===== config.mk =====
export PLATFORM = sky130hd
export DESIGN_NAME = dacr_top
export DESIGN_NICKNAME = d
export VERILOG_FILES = /design/src/shared/dacr_pkg.sv /design/src/shared/dacr_pin_if.sv /design/src/hw/dacr_pin_sync.sv /design/src/hw/dacr_top.sv
export VERILOG_INCLUDE_DIRS = /design/src /design/src/shared
export SDC_FILE = /design/constraint.sdc
export NUM_CORES = 1
export LEC_CHECK = 0
export ABC_AREA = 1
export BUFFER_PORTS_ARGS = -buffer_cell sky130_fd_sc_hd__buf_2
export CAP_MARGIN = 20
export CORE_MARGIN = 2
export CORE_UTILIZATION = 56
export DETAILED_ROUTE_END_ITERATION = 6
export PLACE_DENSITY_LB_ADDON = 0.3
export SLEW_MARGIN = 10
export SYNTH_ARGS = -nofsm -noshare
export SYNTH_HDL_FRONTEND = slang
export SYNTH_SLANG_ARGS = --single-unit
export TNS_END_PERCENT = 100

===== constraint.sdc =====
create_clock -name core_clk -period 7.61 [get_ports core_clk]
set_clock_uncertainty 0.15 [all_clocks]
set_input_delay 0.761 -clock core_clk [delete_from_list [all_inputs] [get_ports core_clk]]
set_output_delay 0.761 -clock core_clk [all_outputs]
set_load 0.01 [all_outputs]

===== src/shared/dacr_cfg.svh =====
`ifndef DACR_CFG_SVH
`define DACR_CFG_SVH

// Core clock period and documented conversion times, in their own units.
`define DACR_CLK_PERIOD_NS 25
`define DACR_CONV_TIME_NS 570
`define DACR_OS128_TIME_NS 112000
`define DACR_OS_MAX_RATIO 128
`define DACR_BUSY_DLY_NS 32

// Cycle counts derived from the times; all round down, and only the busy delay is held at no less than one cycle.
`define DACR_CONV_CYC (`DACR_CONV_TIME_NS / `DACR_CLK_PERIOD_NS)
`define DACR_PASS_CYC (`DACR_OS128_TIME_NS / `DACR_OS_MAX_RATIO / `DACR_CLK_PERIOD_NS)
`define DACR_BUSY_DLY_RAW (`DACR_BUSY_DLY_NS / `DACR_CLK_PERIOD_NS)
`define DACR_BUSY_DLY_CYC ((`DACR_BUSY_DLY_RAW < 1) ? 1 : `DACR_BUSY_DLY_RAW)

// Widths and depths.
`define DACR_RES_W 16
`define DACR_CH_W 4
`define DACR_OSR_W 3
`define DACR_SEQ_DEPTH 8
`define DACR_SEQ_IDX_W 3
`define DACR_CNT_W 6
`define DACR_ACC_W 23

// Range select pattern that selects software mode.
`define DACR_RANGE_SW 2'h0

// Channel codes: 0 to 7 are the analog inputs, then the two diagnostic channels.
`define DACR_CH_DIAG_AVDD 4'h8
`define DACR_CH_DIAG_LDO 4'h9

// Reset values.
`define DACR_RST_DATA 16'h0000
`define DACR_RST_CH 4'h0

`endif


===== src/shared/dacr_pkg.sv =====
`include "dacr_cfg.svh"

package dacr_pkg;

   // Conversion control states, one-hot.
   typedef enum logic [3:0] {
      DACR_ST_IDLE = 4'h1,
      DACR_ST_DELAY = 4'h2,
      DACR_ST_CONV = 4'h4,
      DACR_ST_DONE = 4'h8
   } dacr_state_t;

   // Whole state of the control and readout module.
   typedef struct packed {
      dacr_state_t state;
      logic busy;
      logic mode_sw;
      logic [1:0] range;
      logic conv_sw;
      logic [`DACR_OSR_W-1:0] osr;
      logic [`DACR_CH_W-1:0] ch_a;
      logic [`DACR_CH_W-1:0] ch_b;
      logic [`DACR_SEQ_IDX_W-1:0] seq_idx;
      logic [`DACR_SEQ_DEPTH-1:0][2*`DACR_CH_W-1:0] seq_tab;
      logic [`DACR_CNT_W-1:0] cnt;
      logic [7:0] pass;
      logic [`DACR_ACC_W-1:0] acc_a;
      logic [`DACR_ACC_W-1:0] acc_b;
      logic [`DACR_RES_W-1:0] res_a;
      logic [`DACR_RES_W-1:0] res_b;
      logic rd_ptr;
      logic [`DACR_RES_W-1:0] par_data;
      logic par_oe_n;
      logic [`DACR_RES_W-1:0] sh_a;
      logic [`DACR_RES_W-1:0] sh_b;
      logic sdo_a;
      logic sdo_b;
      logic sdo_oe_n;
   } dacr_core_t;

   // State of the pin synchroniser: two stages plus one edge history stage.
   typedef struct packed {
      logic [11:0] s1;
      logic [11:0] s2;
      logic [11:0] s3;
   } dacr_sync_t;

endpackage : dacr_pkg


===== src/shared/dacr_pin_if.sv =====
`timescale 1ns/1ps
`include "dacr_cfg.svh"

// Synchronised pin levels and edge pulses passed from the synchroniser to the core.
interface dacr_pin_if;
   logic [1:0] range_select;
   logic [2:0] channel_select;
   logic [`DACR_OSR_W-1:0] osr_select;
   logic cs_n;
   logic conversion_start_rise;
   logic cs_fall;
   logic cs_rise;
   logic rd_fall;
   logic sclk_rise;

   modport src (
      output range_select,
      output channel_select,
      output osr_select,
      output cs_n,
      output conversion_start_rise,
      output cs_fall,
      output cs_rise,
      output rd_fall,
      output sclk_rise
   );

   modport dst (
      input range_select,
      input channel_select,
      input osr_select,
      input cs_n,
      input conversion_start_rise,
      input cs_fall,
      input cs_rise,
      input rd_fall,
      input sclk_rise
   );
endinterface : dacr_pin_if


===== src/hw/dacr_pin_sync.sv =====
`timescale 1ns/1ps
`include "dacr_cfg.svh"

module dacr_pin_sync (
   input wire logic core_clk,
   input wire logic rst,
   input wire logic [1:0] range_select_pins,
   input wire logic [2:0] channel_select_pins,
   input wire logic [`DACR_OSR_W-1:0] osr_select_pins,
   input wire logic conversion_start,
   input wire logic chip_select_n,
   input wire logic read_strobe_n,
   input wire logic serial_clock,
   dacr_pin_if.src pins
);

   // Bit order: range, channel, osr, conversion_start, cs_n, rd_n, sclk.
   localparam int SCLK_B = 0;
   localparam int RD_B = 1;
   localparam int CS_B = 2;
   localparam int CNV_B = 3;

   dacr_pkg::dacr_sync_t st_r;
   dacr_pkg::dacr_sync_t st_nxt;
   logic [11:0] raw;

   // Gather every asynchronous pin into one vector.
   assign raw = {range_select_pins, channel_select_pins, osr_select_pins,
                 conversion_start, chip_select_n, read_strobe_n, serial_clock};

   // Shift pins through two sync stages; the third stage only keeps edge history.
   always_comb begin
      st_nxt = st_r;
      st_nxt.s1 = raw;
      st_nxt.s2 = st_r.s1;
      st_nxt.s3 = st_r.s2;
   end

   // Idle levels: read strobe and chip select high, everything else low.
   always_ff @(posedge core_clk or posedge rst) begin
      if (rst) begin
         st_r <= '{s1: 12'h006, s2: 12'h006, s3: 12'h006};
      end else begin
         st_r <= st_nxt;
      end
   end

   // Levels and edges are taken only from the second and third stages.
   assign pins.range_select = st_r.s2[11:10];
   assign pins.channel_select = st_r.s2[9:7];
   assign pins.osr_select = st_r.s2[6:4];
   assign pins.cs_n = st_r.s2[CS_B];
   assign pins.conversion_start_rise = st_r.s2[CNV_B] & ~st_r.s3[CNV_B];
   assign pins.cs_fall = ~st_r.s2[CS_B] & st_r.s3[CS_B];
   assign pins.cs_rise = st_r.s2[CS_B] & ~st_r.s3[CS_B];
   assign pins.rd_fall = ~st_r.s2[RD_B] & st_r.s3[RD_B];
   assign pins.sclk_rise = st_r.s2[SCLK_B] & ~st_r.s3[SCLK_B];

endmodule : dacr_pin_sync


===== src/hw/dacr_top.sv =====
`timescale 1ns/1ps
`include "dacr_cfg.svh"

module dacr_top (
   input wire logic core_clk,
   input wire logic rst,
   input wire logic [1:0] range_select_pins,
   input wire logic [2:0] channel_select_pins,
   input wire logic [`DACR_OSR_W-1:0] osr_select_pins,
   input wire logic conversion_start,
   input wire logic chip_select_n,
   input wire logic read_strobe_n,
   input wire logic serial_clock,
   input wire logic [`DACR_CH_W-1:0] sw_channel_a,
   input wire logic [`DACR_CH_W-1:0] sw_channel_b,
   input wire logic [`DACR_OSR_W-1:0] sw_osr_select,
   input wire logic seq_enable,
   input wire logic [`DACR_SEQ_IDX_W-1:0] seq_last,
   input wire logic seq_wr_en,
   input wire logic [`DACR_SEQ_IDX_W-1:0] seq_wr_idx,
   input wire logic [`DACR_CH_W-1:0] seq_wr_channel_a,
   input wire logic [`DACR_CH_W-1:0] seq_wr_channel_b,
   input wire logic [`DACR_RES_W-1:0] adc_a_data,
   input wire logic [`DACR_RES_W-1:0] adc_b_data,
   output logic busy,
   output logic sw_mode,
   output logic [1:0] hw_range_code,
   output logic [`DACR_CH_W-1:0] mux_a_select,
   output logic [`DACR_CH_W-1:0] mux_b_select,
   output logic [`DACR_RES_W-1:0] parallel_data_bus_out,
   output logic parallel_data_bus_oe_n,
   output logic serial_out_lane_a_out,
   output logic serial_out_lane_b_out,
   output logic serial_out_lanes_oe_n
);

   localparam int CONV_MAX = `DACR_CONV_CYC;
   localparam int PASS_LAST = `DACR_PASS_CYC - 1;
   localparam logic [`DACR_CNT_W-1:0] CONV_LOAD = `DACR_CNT_W'(`DACR_CONV_CYC - 1);
   localparam logic [`DACR_CNT_W-1:0] PASS_LOAD = `DACR_CNT_W'(`DACR_PASS_CYC - 1);
   localparam logic [`DACR_CNT_W-1:0] BUSY_LOAD = `DACR_CNT_W'(`DACR_BUSY_DLY_CYC - 1);

   dacr_pin_if pins ();
   dacr_pkg::dacr_core_t st_r;
   dacr_pkg::dacr_core_t st_nxt;
   logic [`DACR_RES_W-1:0] rd_word;

   // Sign-extends one converter sample to accumulator width.
   function automatic logic [`DACR_ACC_W-1:0] sext(input logic [`DACR_RES_W-1:0] d);
      sext = {{(`DACR_ACC_W-`DACR_RES_W){d[`DACR_RES_W-1]}}, d};
   endfunction : sext

   // Averages an accumulated sum by the power-of-two ratio.
   function automatic logic [`DACR_RES_W-1:0] avg(input logic [`DACR_ACC_W-1:0] sum,
                                                  input logic [`DACR_OSR_W-1:0] osr);
      logic signed [`DACR_ACC_W-1:0] s;
      s = $signed(sum) >>> osr;
      avg = s[`DACR_RES_W-1:0];
   endfunction : avg

   dacr_pin_sync u_sync (
      .core_clk(core_clk),
      .rst(rst),
      .range_select_pins(range_select_pins),
      .channel_select_pins(channel_select_pins),
      .osr_select_pins(osr_select_pins),
      .conversion_start(conversion_start),
      .chip_select_n(chip_select_n),
      .read_strobe_n(read_strobe_n),
      .serial_clock(serial_clock),
      .pins(pins)
   );

   // Word that the next read strobe places on the bus: bank A result first, then bank B.
   assign rd_word = st_r.rd_ptr ? st_r.res_b : st_r.res_a;

   // Next-state logic for mode, channel choice, conversion timing, averaging and readout.
   always_comb begin
      logic [`DACR_ACC_W-1:0] sum_a;
      logic [`DACR_ACC_W-1:0] sum_b;
      logic [2*`DACR_CH_W-1:0] seq_ent;
      sum_a = st_r.acc_a + sext(adc_a_data);
      sum_b = st_r.acc_b + sext(adc_b_data);
      seq_ent = st_r.seq_tab[st_r.seq_idx];
      st_nxt = st_r;
      st_nxt.mode_sw = (pins.range_select == `DACR_RANGE_SW);
      st_nxt.range = pins.range_select;
      if (seq_wr_en) begin
         st_nxt.seq_tab[seq_wr_idx] = {seq_wr_channel_a, seq_wr_channel_b};
      end
      if (!seq_enable) begin
         st_nxt.seq_idx = '0;
      end
      case (st_r.state)
         dacr_pkg::DACR_ST_IDLE: begin
            if (pins.conversion_start_rise) begin
               st_nxt.conv_sw = st_r.mode_sw;
               if (st_r.mode_sw) begin
                  st_nxt.osr = sw_osr_select;
                  if (seq_enable) begin
                     st_nxt.ch_a = seq_ent[2*`DACR_CH_W-1:`DACR_CH_W];
                     st_nxt.ch_b = seq_ent[`DACR_CH_W-1:0];
                     st_nxt.seq_idx = (st_r.seq_idx == seq_last) ? '0 : st_r.seq_idx + 1'b1;
                  end else begin
                     st_nxt.ch_a = sw_channel_a;
                     st_nxt.ch_b = sw_channel_b;
                  end
               end else begin
                  st_nxt.osr = pins.osr_select;
                  st_nxt.ch_a = {1'b0, pins.channel_select};
                  st_nxt.ch_b = {1'b0, pins.channel_select};
               end
               st_nxt.cnt = BUSY_LOAD;
               st_nxt.state = dacr_pkg::DACR_ST_DELAY;
            end
         end
         dacr_pkg::DACR_ST_DELAY: begin
            if (st_r.cnt == '0) begin
               st_nxt.busy = 1'b1;
               st_nxt.pass = '0;
               st_nxt.acc_a = '0;
               st_nxt.acc_b = '0;
               st_nxt.cnt = (st_r.osr == '0) ? CONV_LOAD : PASS_LOAD;
               st_nxt.state = dacr_pkg::DACR_ST_CONV;
            end else begin
               st_nxt.cnt = st_r.cnt - 1'b1;
            end
         end
         dacr_pkg::DACR_ST_CONV: begin
            if (st_r.cnt != '0) begin
               st_nxt.cnt = st_r.cnt - 1'b1;
            end else if (st_r.pass == 8'((1 << st_r.osr) - 1)) begin
               st_nxt.res_a = avg(sum_a, st_r.osr);
               st_nxt.res_b = avg(sum_b, st_r.osr);
               st_nxt.busy = 1'b0;
               st_nxt.state = dacr_pkg::DACR_ST_DONE;
            end else begin
               st_nxt.acc_a = sum_a;
               st_nxt.acc_b = sum_b;
               st_nxt.pass = st_r.pass + 1'b1;
               st_nxt.cnt = PASS_LOAD;
            end
         end
         dacr_pkg::DACR_ST_DONE: begin
            st_nxt.state = dacr_pkg::DACR_ST_IDLE;
         end
         default: begin
            st_nxt.state = dacr_pkg::DACR_ST_IDLE;
            st_nxt.busy = 1'b0;
         end
      endcase
      // Readout: chip select fall rearms both paths; the serial lanes present the first bit at once.
      if (pins.cs_fall) begin
         st_nxt.rd_ptr = 1'b0;
         st_nxt.sh_a = st_r.res_a;
         st_nxt.sh_b = st_r.res_b;
         st_nxt.sdo_a = st_r.res_a[`DACR_RES_W-1];
         st_nxt.sdo_b = st_r.res_b[`DACR_RES_W-1];
         st_nxt.sdo_oe_n = 1'b0;
      end else if (!pins.cs_n) begin
         if (pins.rd_fall) begin
            st_nxt.par_data = rd_word;
            st_nxt.par_oe_n = 1'b0;
            st_nxt.rd_ptr = ~st_r.rd_ptr;
         end
         if (pins.sclk_rise) begin
            st_nxt.sh_a = {st_r.sh_a[`DACR_RES_W-2:0], 1'b0};
            st_nxt.sh_b = {st_r.sh_b[`DACR_RES_W-2:0], 1'b0};
            st_nxt.sdo_a = st_r.sh_a[`DACR_RES_W-2];
            st_nxt.sdo_b = st_r.sh_b[`DACR_RES_W-2];
         end
      end else begin
         st_nxt.par_oe_n = 1'b1;
         st_nxt.sdo_oe_n = 1'b1;
      end
   end

   // Register the whole state.
   always_ff @(posedge core_clk or posedge rst) begin
      if (rst) begin
         st_r <= '{state: dacr_pkg::DACR_ST_IDLE, busy: 1'b0, mode_sw: 1'b1, range: 2'h0,
                   conv_sw: 1'b1, osr: 3'h0, ch_a: `DACR_RST_CH, ch_b: `DACR_RST_CH,
                   seq_idx: 3'h0, seq_tab: '0, cnt: 6'h00, pass: 8'h00, acc_a: 23'h000000,
                   acc_b: 23'h000000, res_a: `DACR_RST_DATA, res_b: `DACR_RST_DATA,
                   rd_ptr: 1'b0, par_data: `DACR_RST_DATA, par_oe_n: 1'b1,
                   sh_a: `DACR_RST_DATA, sh_b: `DACR_RST_DATA, sdo_a: 1'b0, sdo_b: 1'b0,
                   sdo_oe_n: 1'b1};
      end else begin
         st_r <= st_nxt;
      end
   end

   // Outputs straight from the state flops.
   assign busy = st_r.busy;
   assign sw_mode = st_r.mode_sw;
   assign hw_range_code = st_r.range;
   assign mux_a_select = st_r.ch_a;
   assign mux_b_select = st_r.ch_b;
   assign parallel_data_bus_out = st_r.par_data;
   assign parallel_data_bus_oe_n = st_r.par_oe_n;
   assign serial_out_lane_a_out = st_r.sdo_a;
   assign serial_out_lane_b_out = st_r.sdo_b;
   assign serial_out_lanes_oe_n = st_r.sdo_oe_n;
endmodule : dacr_top


==> results of run 1 <==
## registers in the layout, summed over array words and instances, names as in the netlist, 2 cells and up
register / cells
hw_range_code: 2
mux_a_select: 4
mux_b_select: 4
parallel_data_bus_out: 16
st_r: 197
u_sync.pins.channel_select: 3
u_sync.pins.osr_select: 3
u_sync.pins.range_select: 2
u_sync.st_nxt: 15
u_sync.st_r: 4
## routing by layer
layer / vias up / global-route usage / share of wire
li1: 7045 / - / -
met4: 0 / 0.115 / 0.040
met2: 458 / 0.485 / 0.47
met5: - / 0 / 0
met3: 105 / 0.0307 / 0.050
met1: 6712 / 0.403 / 0.44
## cells in the mapped netlist, types with 2 or more instances
library cell	count
dfrtp_1	247
a21oi_1	43
nor3_1	17
nand4_1	18
clkbuf_1	55
and2_1	8
inv_2	2
o21ai_0	189
nor2_2	2
fa_1	2
nand2_1	717
nand3b_1	14
or2_2	3
inv_1	252
xnor2_1	14
nand3_1	212
nand2_2	3
ha_1	48
buf_2	3
o21ai_1	11
buf_4	35
o211ai_1	16
clkinv_1	2
buf_1	9
o32ai_1	2
a22o_1	2
a211oi_1	6
mux2i_1	17
dfstp_2	10
o22ai_1	11
xor2_1	18
nor2_4	4
nor2_1	137
a31oi_1	28
## worst min-delay path by stage
| stage | startpoint | endpoint | slack [ns] | cells after the start |
|---|---|---|---|---|
| after floorplan | u_sync.st_nxt[19] | u_sync.pins.channel_select[0] | 0.18 | 0 |
| after global placement | u_sync.st_nxt[22] | u_sync.pins.range_select[0] | 0.18 | 0 |
| after detailed placement | u_sync.st_nxt[20] | u_sync.pins.channel_select[1] | 0.18 | 0 |
| after CTS | read_strobe_n | u_sync.st_nxt[13] | 0.15 | 1 |
| after global routing | chip_select_n | u_sync.st_nxt[14] | 0.15 | 1 |
| final | read_strobe_n | u_sync.st_nxt[13] | 0.16 | 1 |
## cells by family after synthesis
kind of cell | after synthesis | synth area share
AND/OR/NAND/NOR | 1138 | 0.306
XOR/XNOR | 32 | 0.0181
buffers and inverters | 359 | 0.0960
AO/OA/AOI/OAI | 315 | 0.111
multiplexers | 17 | 0.0110
adder cells (fa/ha/maj) | 50 | 0.0414
flip-flops | 257 | 0.416
## critical path: stages, from the launching register on
cell	delay [ns]
dfrtp_1	0.33
buf_4	0.39
inv_1	0.11
nor2_1	0.26
nand2_1	0.13
ha_1	0.31
a21oi_1	0.15
o21a_1	0.13
nand3_1	0.08
nor2_1	0.19
nand3_2	0.48
inv_2	0.68
nand3_1	0.14
nor2_1	0.14
nor2_1	0.06
## placed cells by master, fill, tap and decap left out, types with 28 or more instances in the layout
cell	n
a21oi_1	43
buf_2	104
ha_1	48
nand3_1	212
o21ai_0	189
nor2_1	136
clkbuf_16	29
inv_1	251
nand2_1	717
dfrtp_1	247
a31oi_1	28
## power by group through the flow
stage	Combinational (W)	Sequential [W]	Clock, W
detailed placement	0.00237	0.00178	0
global route	0.00272	0.00179	0.00144
finish	0.00242	0.00176	0.00137
floorplan	0.00179	0.00174	0
CTS	0.00238	0.00176	0.00139
global placement	0.00233	0.00177	0
## metrics by stage
stage          utilization  hold slack, ns  power [W]  setup WS [ns]  area, um^2
2_1_floorplan            -           0.181    0.00353           3.32       15500
3_3_place_gp         0.592           0.182    0.00410           3.92       16000
3_5_place_dp         0.592           0.185    0.00414           3.83       16000
4_1_cts              0.627           0.149    0.00553           3.79       16900
5_1_grt              0.627           0.151    0.00595           3.35       16900
6_report             0.627           0.165    0.00555           3.72       16900
## area by class of cell
| class | count | area, um^2 |
|---|---|---|
| fillers | 2451 | 10100 |
| multi-input cells | 1552 | 7550 |
| flip-flops and latches | 257 | 6440 |
| inverters | 257 | 971 |
| clock buffers | 41 | 841 |
| repair buffers | 115 | 616 |
| well taps | 341 | 427 |
| clock inverters | 11 | 98.8 |
==> impl_metrics.tcl, run 1 <==
set metrics [dict create \
    outcome "complete, no violations" \
    cap_viol_max_count 0 \
    start_kind "register" \
    core_area_mm2 0.0270 \
    worst_hold_path_type "in2reg" \
    numCtsBuffers 28 \
    drt-initial-drc-count 1249 \
    postSynthAreaPerCell_um2 7.14 \
    setup_viol 0 \
    antenna_cells 0 \
    overflow 0 \
    root_buffer "clkbuf_16" \
    postRouteAntennaNets 0 \
    p_sw_frac 0.428 \
    cts_setup_buffers 0 \
    critPathCapture "st_r[83]" \
    r2r_end "st_r[83]" \
    maxSlewHeadroom 0.285 \
    final_hold_viol_count 0 \
    ys_seq_area_frac 0.416 \
    crit_start "st_r[220]" \
    seqPwrFrac 0.317 \
    ys_types 45 \
    clkLatencyLatePin_ns 0.54 \
    dieArea_mm2 0.0290 \
    grt_max_degree 177 \
    synth_top_flop_cell "dfrtp_1" \
    worstPathArrival_ns 4.18 \
    htree_levels 1 \
    endpoint_kind "register" \
    maxSlewViolCount 0 \
    post-place-cells 2522 \
    finalCriticalPeriod_ns 3.89 \
    clk_pin_slew_ns 0.06 \
    fin_setup_tns_ns 0 \
    post-dp-hpwl_um 30400 \
    yosys.area.top_type_share 0.399 \
    clockBufferDepth 3 \
    cts_resized 0 \
    ff2ff_path_depth 14 \
    area_delta_synth_final_pct 9.50 \
    reg2reg_slack_ns 3.72 \
    crit_required_ns 7.89 \
    drc 0 \
    num_vias 14320 \
    peakVddDrop_uv 191 \
    netlist_area_mm2 0.0155 \
    period_share 0.511 \
    critPathMaxFanout 42 \
    clkSinkCount 257 \
    yosysTopAreaCell "dfrtp_1" \
    initial_core_util 0.573 \
    synth_area_leaders "dfrtp_1 40%, nand2_1 17%, nand3_1 6.9%, o21ai_0 6.1%, inv_1 6.1%" \
    cts_tree "done" \
    gp_congestion 0.965 \
    grt_antenna_before_repair 0 \
    avgViaCountPerCell 5.56 \
    drive_gt1_frac 0.0860 \
    dr.pass1.iters 6 \
    ys_seq_elements 257 \
    path_class "reg2reg" \
    worst_pin_slew_ns 1.07 \
    clkPwrFrac 0.247 \
    grt_pass1_wl_um 68800 \
    wl_per_cell_um 16.3 \
    async_reset_ff_frac 1.00 \
    power.leakage_nw 8.83 \
    p_int_w 0.00318 \
    pwr-share-comb 0.436 \
    switching_power_w 0.00237 \
    grt.total_usage 0.295 \
    wl_um 42000 \
    instances_no_fill 2574 \
    synth_edf_count 0 \
    r2r-start "st_r[220]" \
    die_w_um 170 \
    power_density_mw_per_mm2 327 \
    fmax_ghz 0.257 \
    cts_hold_buffers 0 \
    rows 60 \
    synth_cells 2168 \
    io_pins 105 \
    rsz0062_at_grt "false" \
    port_buffers 104 \
    finalNetCount 2334 \
    synth_fp_nets 2291 \
    yosys_warnings 0 \
    grt_pass1_vias 13595 \
    die_y_um 170 \
]
No activity file was read; power rests on OpenSTA's default activity.
==> run 2: changes to the inputs <==
Settings changed: ABC_AREA 1 to 0, CORE_UTILIZATION 56 to 55.
Clock period 7.61 ns to 3.3 ns, I/O delays scaled along.
==> run 2 against run 1 <==
Effect of this change:
- core utilization increased by 2.4 points
- via count decreased by 20%
- total power increased by 110%
- setup slack got worse by 3.6 ns
- synthesized cell count decreased by 34%
- routed wire length decreased by 15%
- combinational power increased by 79%
- sequential power increased by 120%
- non-clock buffer count increased by 76
- die area decreased by 3.0%
- count of clock-buffer cells in the layout decreased by 3
- critical endpoint is now st_r[60]
- largest cell class unchanged
- highest routed layer is now met5
==> impl_metrics.tcl, run 2 <==
set metrics [dict create \
    dieArea_mm2 0.0281 \
    crit_chain "ha_2 > inv_1 > fa_1 > nand2b_1 > a21oi_2 > o21ai_2 > a31oi_1 > xor2_1 > buf_4 > mux4_2 > a21oi_1 > o21ai_1" \
    wl_met1_um 15600 \
    start_kind "register" \
    area_delta_synth_final_pct 15.8 \
    overflow 0 \
    netlist_area_mm2 0.0147 \
    r2r_end "st_r[60]" \
    endpoint_kind "register" \
    synth_fa_ha_area_frac 0.0435 \
    max_stage_delay_ns 0.44 \
    reg2reg_slack_ns 0.15 \
    grt_max_degree 58 \
    postSynthAreaPerCell_um2 10.3 \
    multi_input_area_mm2 0.00777 \
    yosysTopAreaCell "dfrtp_1" \
    clkLatencyLatePin_ns 0.55 \
    largest_reg_flops 197 \
    cts_tree "done" \
    min_from "adc_a_data[0]" \
    maxSlewViolCount 0 \
    power_w 0.0116 \
    grt_pass1_wl_um 59000 \
    numCtsBuffers 28 \
    dr.pass1.iters 5 \
    synth_edf_count 0 \
    fillCellCount 2034 \
    synth_compound_area_frac 0.173 \
    hold_depth 3 \
    path_class "reg2reg" \
    power.leakage_nw 7.52 \
    holdPathEnd "st_r[108]" \
    grt_pass1_vias 11513 \
    layout.area.seq_mm2 0.00645 \
    fmax_ghz 0.317 \
    num_vias 11442 \
    ys_seq_area_frac 0.437 \
    finalCriticalPeriod_ns 3.15 \
    async_reset_ff_frac 1.00 \
    outcome "complete, no violations" \
    gp_congestion 0.947 \
    dpl_cell_area_mm2 0.0157 \
    ys_types 88 \
    peakVddDrop_uv 563 \
    synthTopCellsByCount "247 x dfrtp_1, 127 x a21oi_1, 127 x nor2_1" \
    utilization 0.651 \
    crit_required_ns 3.58 \
    rows 59 \
    synth_mux_area_frac 0.159 \
    ff2ff_path_depth 12 \
    cap_viol_max_count 0 \
    synth_fp_nets 1554 \
    clkSinkCount 257 \
    synth_cells 1431 \
    initial_core_util 0.562 \
    wl_um 35600 \
    drc 0 \
    worst_pin_slew_ns 0.954 \
    yosys.area.top_type_share 0.419 \
    final_hold_viol_count 0 \
    final_area_mm2 0.0171 \
    wl_met2_um 17000 \
    core_area_mm2 0.0262 \
    synth_simple_gate_area_frac 0.109 \
    maxSlewHeadroom 0.364 \
    grt_antenna_before_repair 1 \
    post-dp-hpwl_um 25100 \
    yosys_warnings 0 \
    synth_top_flop_cell "dfrtp_1" \
    root_buffer "clkbuf_16" \
    drt-initial-drc-count 927 \
    worst_hold_path_type "in2reg" \
    avgViaCountPerCell 6.02 \
    worstPathArrival_ns 3.43 \
    port_buffers 104 \
    period_share 0.955 \
    die_w_um 168 \
    io_pins 105 \
    critPathMaxFanout 5 \
    cpMaxStageDelayCell "mux4_2" \
    antenna_cells 0 \
    grt.total_usage 0.257 \
    postRouteAntennaNets 0 \
    synth_area_leaders "dfrtp_1 42%, mux2i_1 5.8%, mux2_2 5.2%, mux4_2 4.9%, a21oi_1 4.3%" \
    final_cell_mix "244 x dfrtp_1, 126 x a21oi_1, 125 x nor2_1" \
    synth_top_family_by_area "compound AO/OA/AOI/OAI gates" \
    htree_levels 1 \
    ys_seq_elements 257 \
    synth.most_common_cell "dfrtp_1" \
    wl_per_cell_um 18.7 \
    r2r-start "st_r[85]" \
    wl_met3_um 1980 \
    power_density_mw_per_mm2 680 \
    synth-xor-area-share 0.0344 \
    die_y_um 168 \
    finalNetCount 1668 \
    final_common_cell "dfrtp_1" \
    regMostFlops "st_r" \
    clockBufferDepth 3 \
    top_layer_used "met5" \
    drive_gt1_frac 0.237 \
    clk_pin_slew_ns 0.06 \
    setup_viol 0 \
]
-- run 2: cell types whose count changed after synthesis, sizes merged, moves of 89 or more --
cell / previous run / this run
nand2: 720 / 110
a21oi: 43 / 132
inv: 255 / 31
nand3: 213 / 16
o21ai: 201 / 94
-- run 2: stage by stage --
stage	hold slack, ns	cells	setup slack, ns	setup TNS (ns)
finish	0.0514	1901	0.147	0
CTS	0.0412	1898	0.00771	0
detailed placement	0.186	1821	-0.000876	-0.000876
global placement	0.182	1821	0.0728	0
floorplan	0.181	1431	-0.557	-137.69
global route	0.0693	1901	-0.0306	-0.0306
-- run 2: critical path, delay by kind of cell, from the launching register on --
family                   cells  cell delay (ns)
XOR/XNOR                     1             0.14
adder cells (fa/ha/maj)      2             0.59
buffers and inverters        2             0.23
AND/OR/NAND/NOR              1             0.19
AO/OA/AOI/OAI                5             0.93
multiplexers                 1             0.44
flip-flops                   1             0.37
-- run 2: layout make-up --
type | instances | share of cell area
Timing Repair Buffer | 191 | 0.0780
Clock buffer | 38 | 0.0469
Tap cell | 335 | 0.0246
Sequential cell | 257 | 0.378
Multi-Input combinational cell | 1036 | 0.455
Inverter | 31 | 0.00704
Clock inverter | 13 | 0.0106
-- run 2: kinds of logic (layout without fill, tap and decap cells) --
kind of cell,count (synthesis),after routing
AOI/OAI and AO/OA,395,395
and+or+nand+nor,349,349
DFF,257,257
muxes,185,185
buffers and inverters,138,273
xor gates and xnor gates,57,57
adders and majority gates,50,50
-- run 2: what timing repair did --
action                     in CTS  in global routing
setup buffers                   0                  3
pin swaps                       0                  3
hold buffers                   26                  0
gates cloned                    0                  0
resized for setup               1                 22
setup endpoints to repair       1                 36
hold endpoints to repair       99                  0
-- run 2: where the power goes --
| part | total, W | leakage [nW] | switching, W | internal (W) |
|---|---|---|---|---|
| registers | 0.00395 | 3.08 | 0.000314 | 0.00364 |
| clock network | 0.00331 | 0.473 | 0.00130 | 0.00201 |
| logic | 0.00434 | 3.97 | 0.00243 | 0.00191 |
| total | 0.0116 | 7.52 | 0.00404 | 0.00756 |
-- run 2: how the worst max path moves through the flow --
stage                   from        end  slack (ns)  cells after the start
2_1_floorplan            rst       busy       -0.56                      1
3_3_place_gp   adc_a_data[0]   st_r[76]        0.07                     13
3_5_place_dp       st_r[220]  st_r[137]     -0.0009                     13
4_1_cts            st_r[108]   st_r[84]       0.008                     12
5_1_grt             st_r[85]   st_r[67]       -0.03                     13
6_report            st_r[85]   st_r[60]        0.15                     12
-- run 2: metal layers --
metal,vias to the layer above,track usage
li1,5430,-
met1,5578,0.343
met2,354,0.428
met3,78,0.0411
met4,2,0.0941
met5,-,0
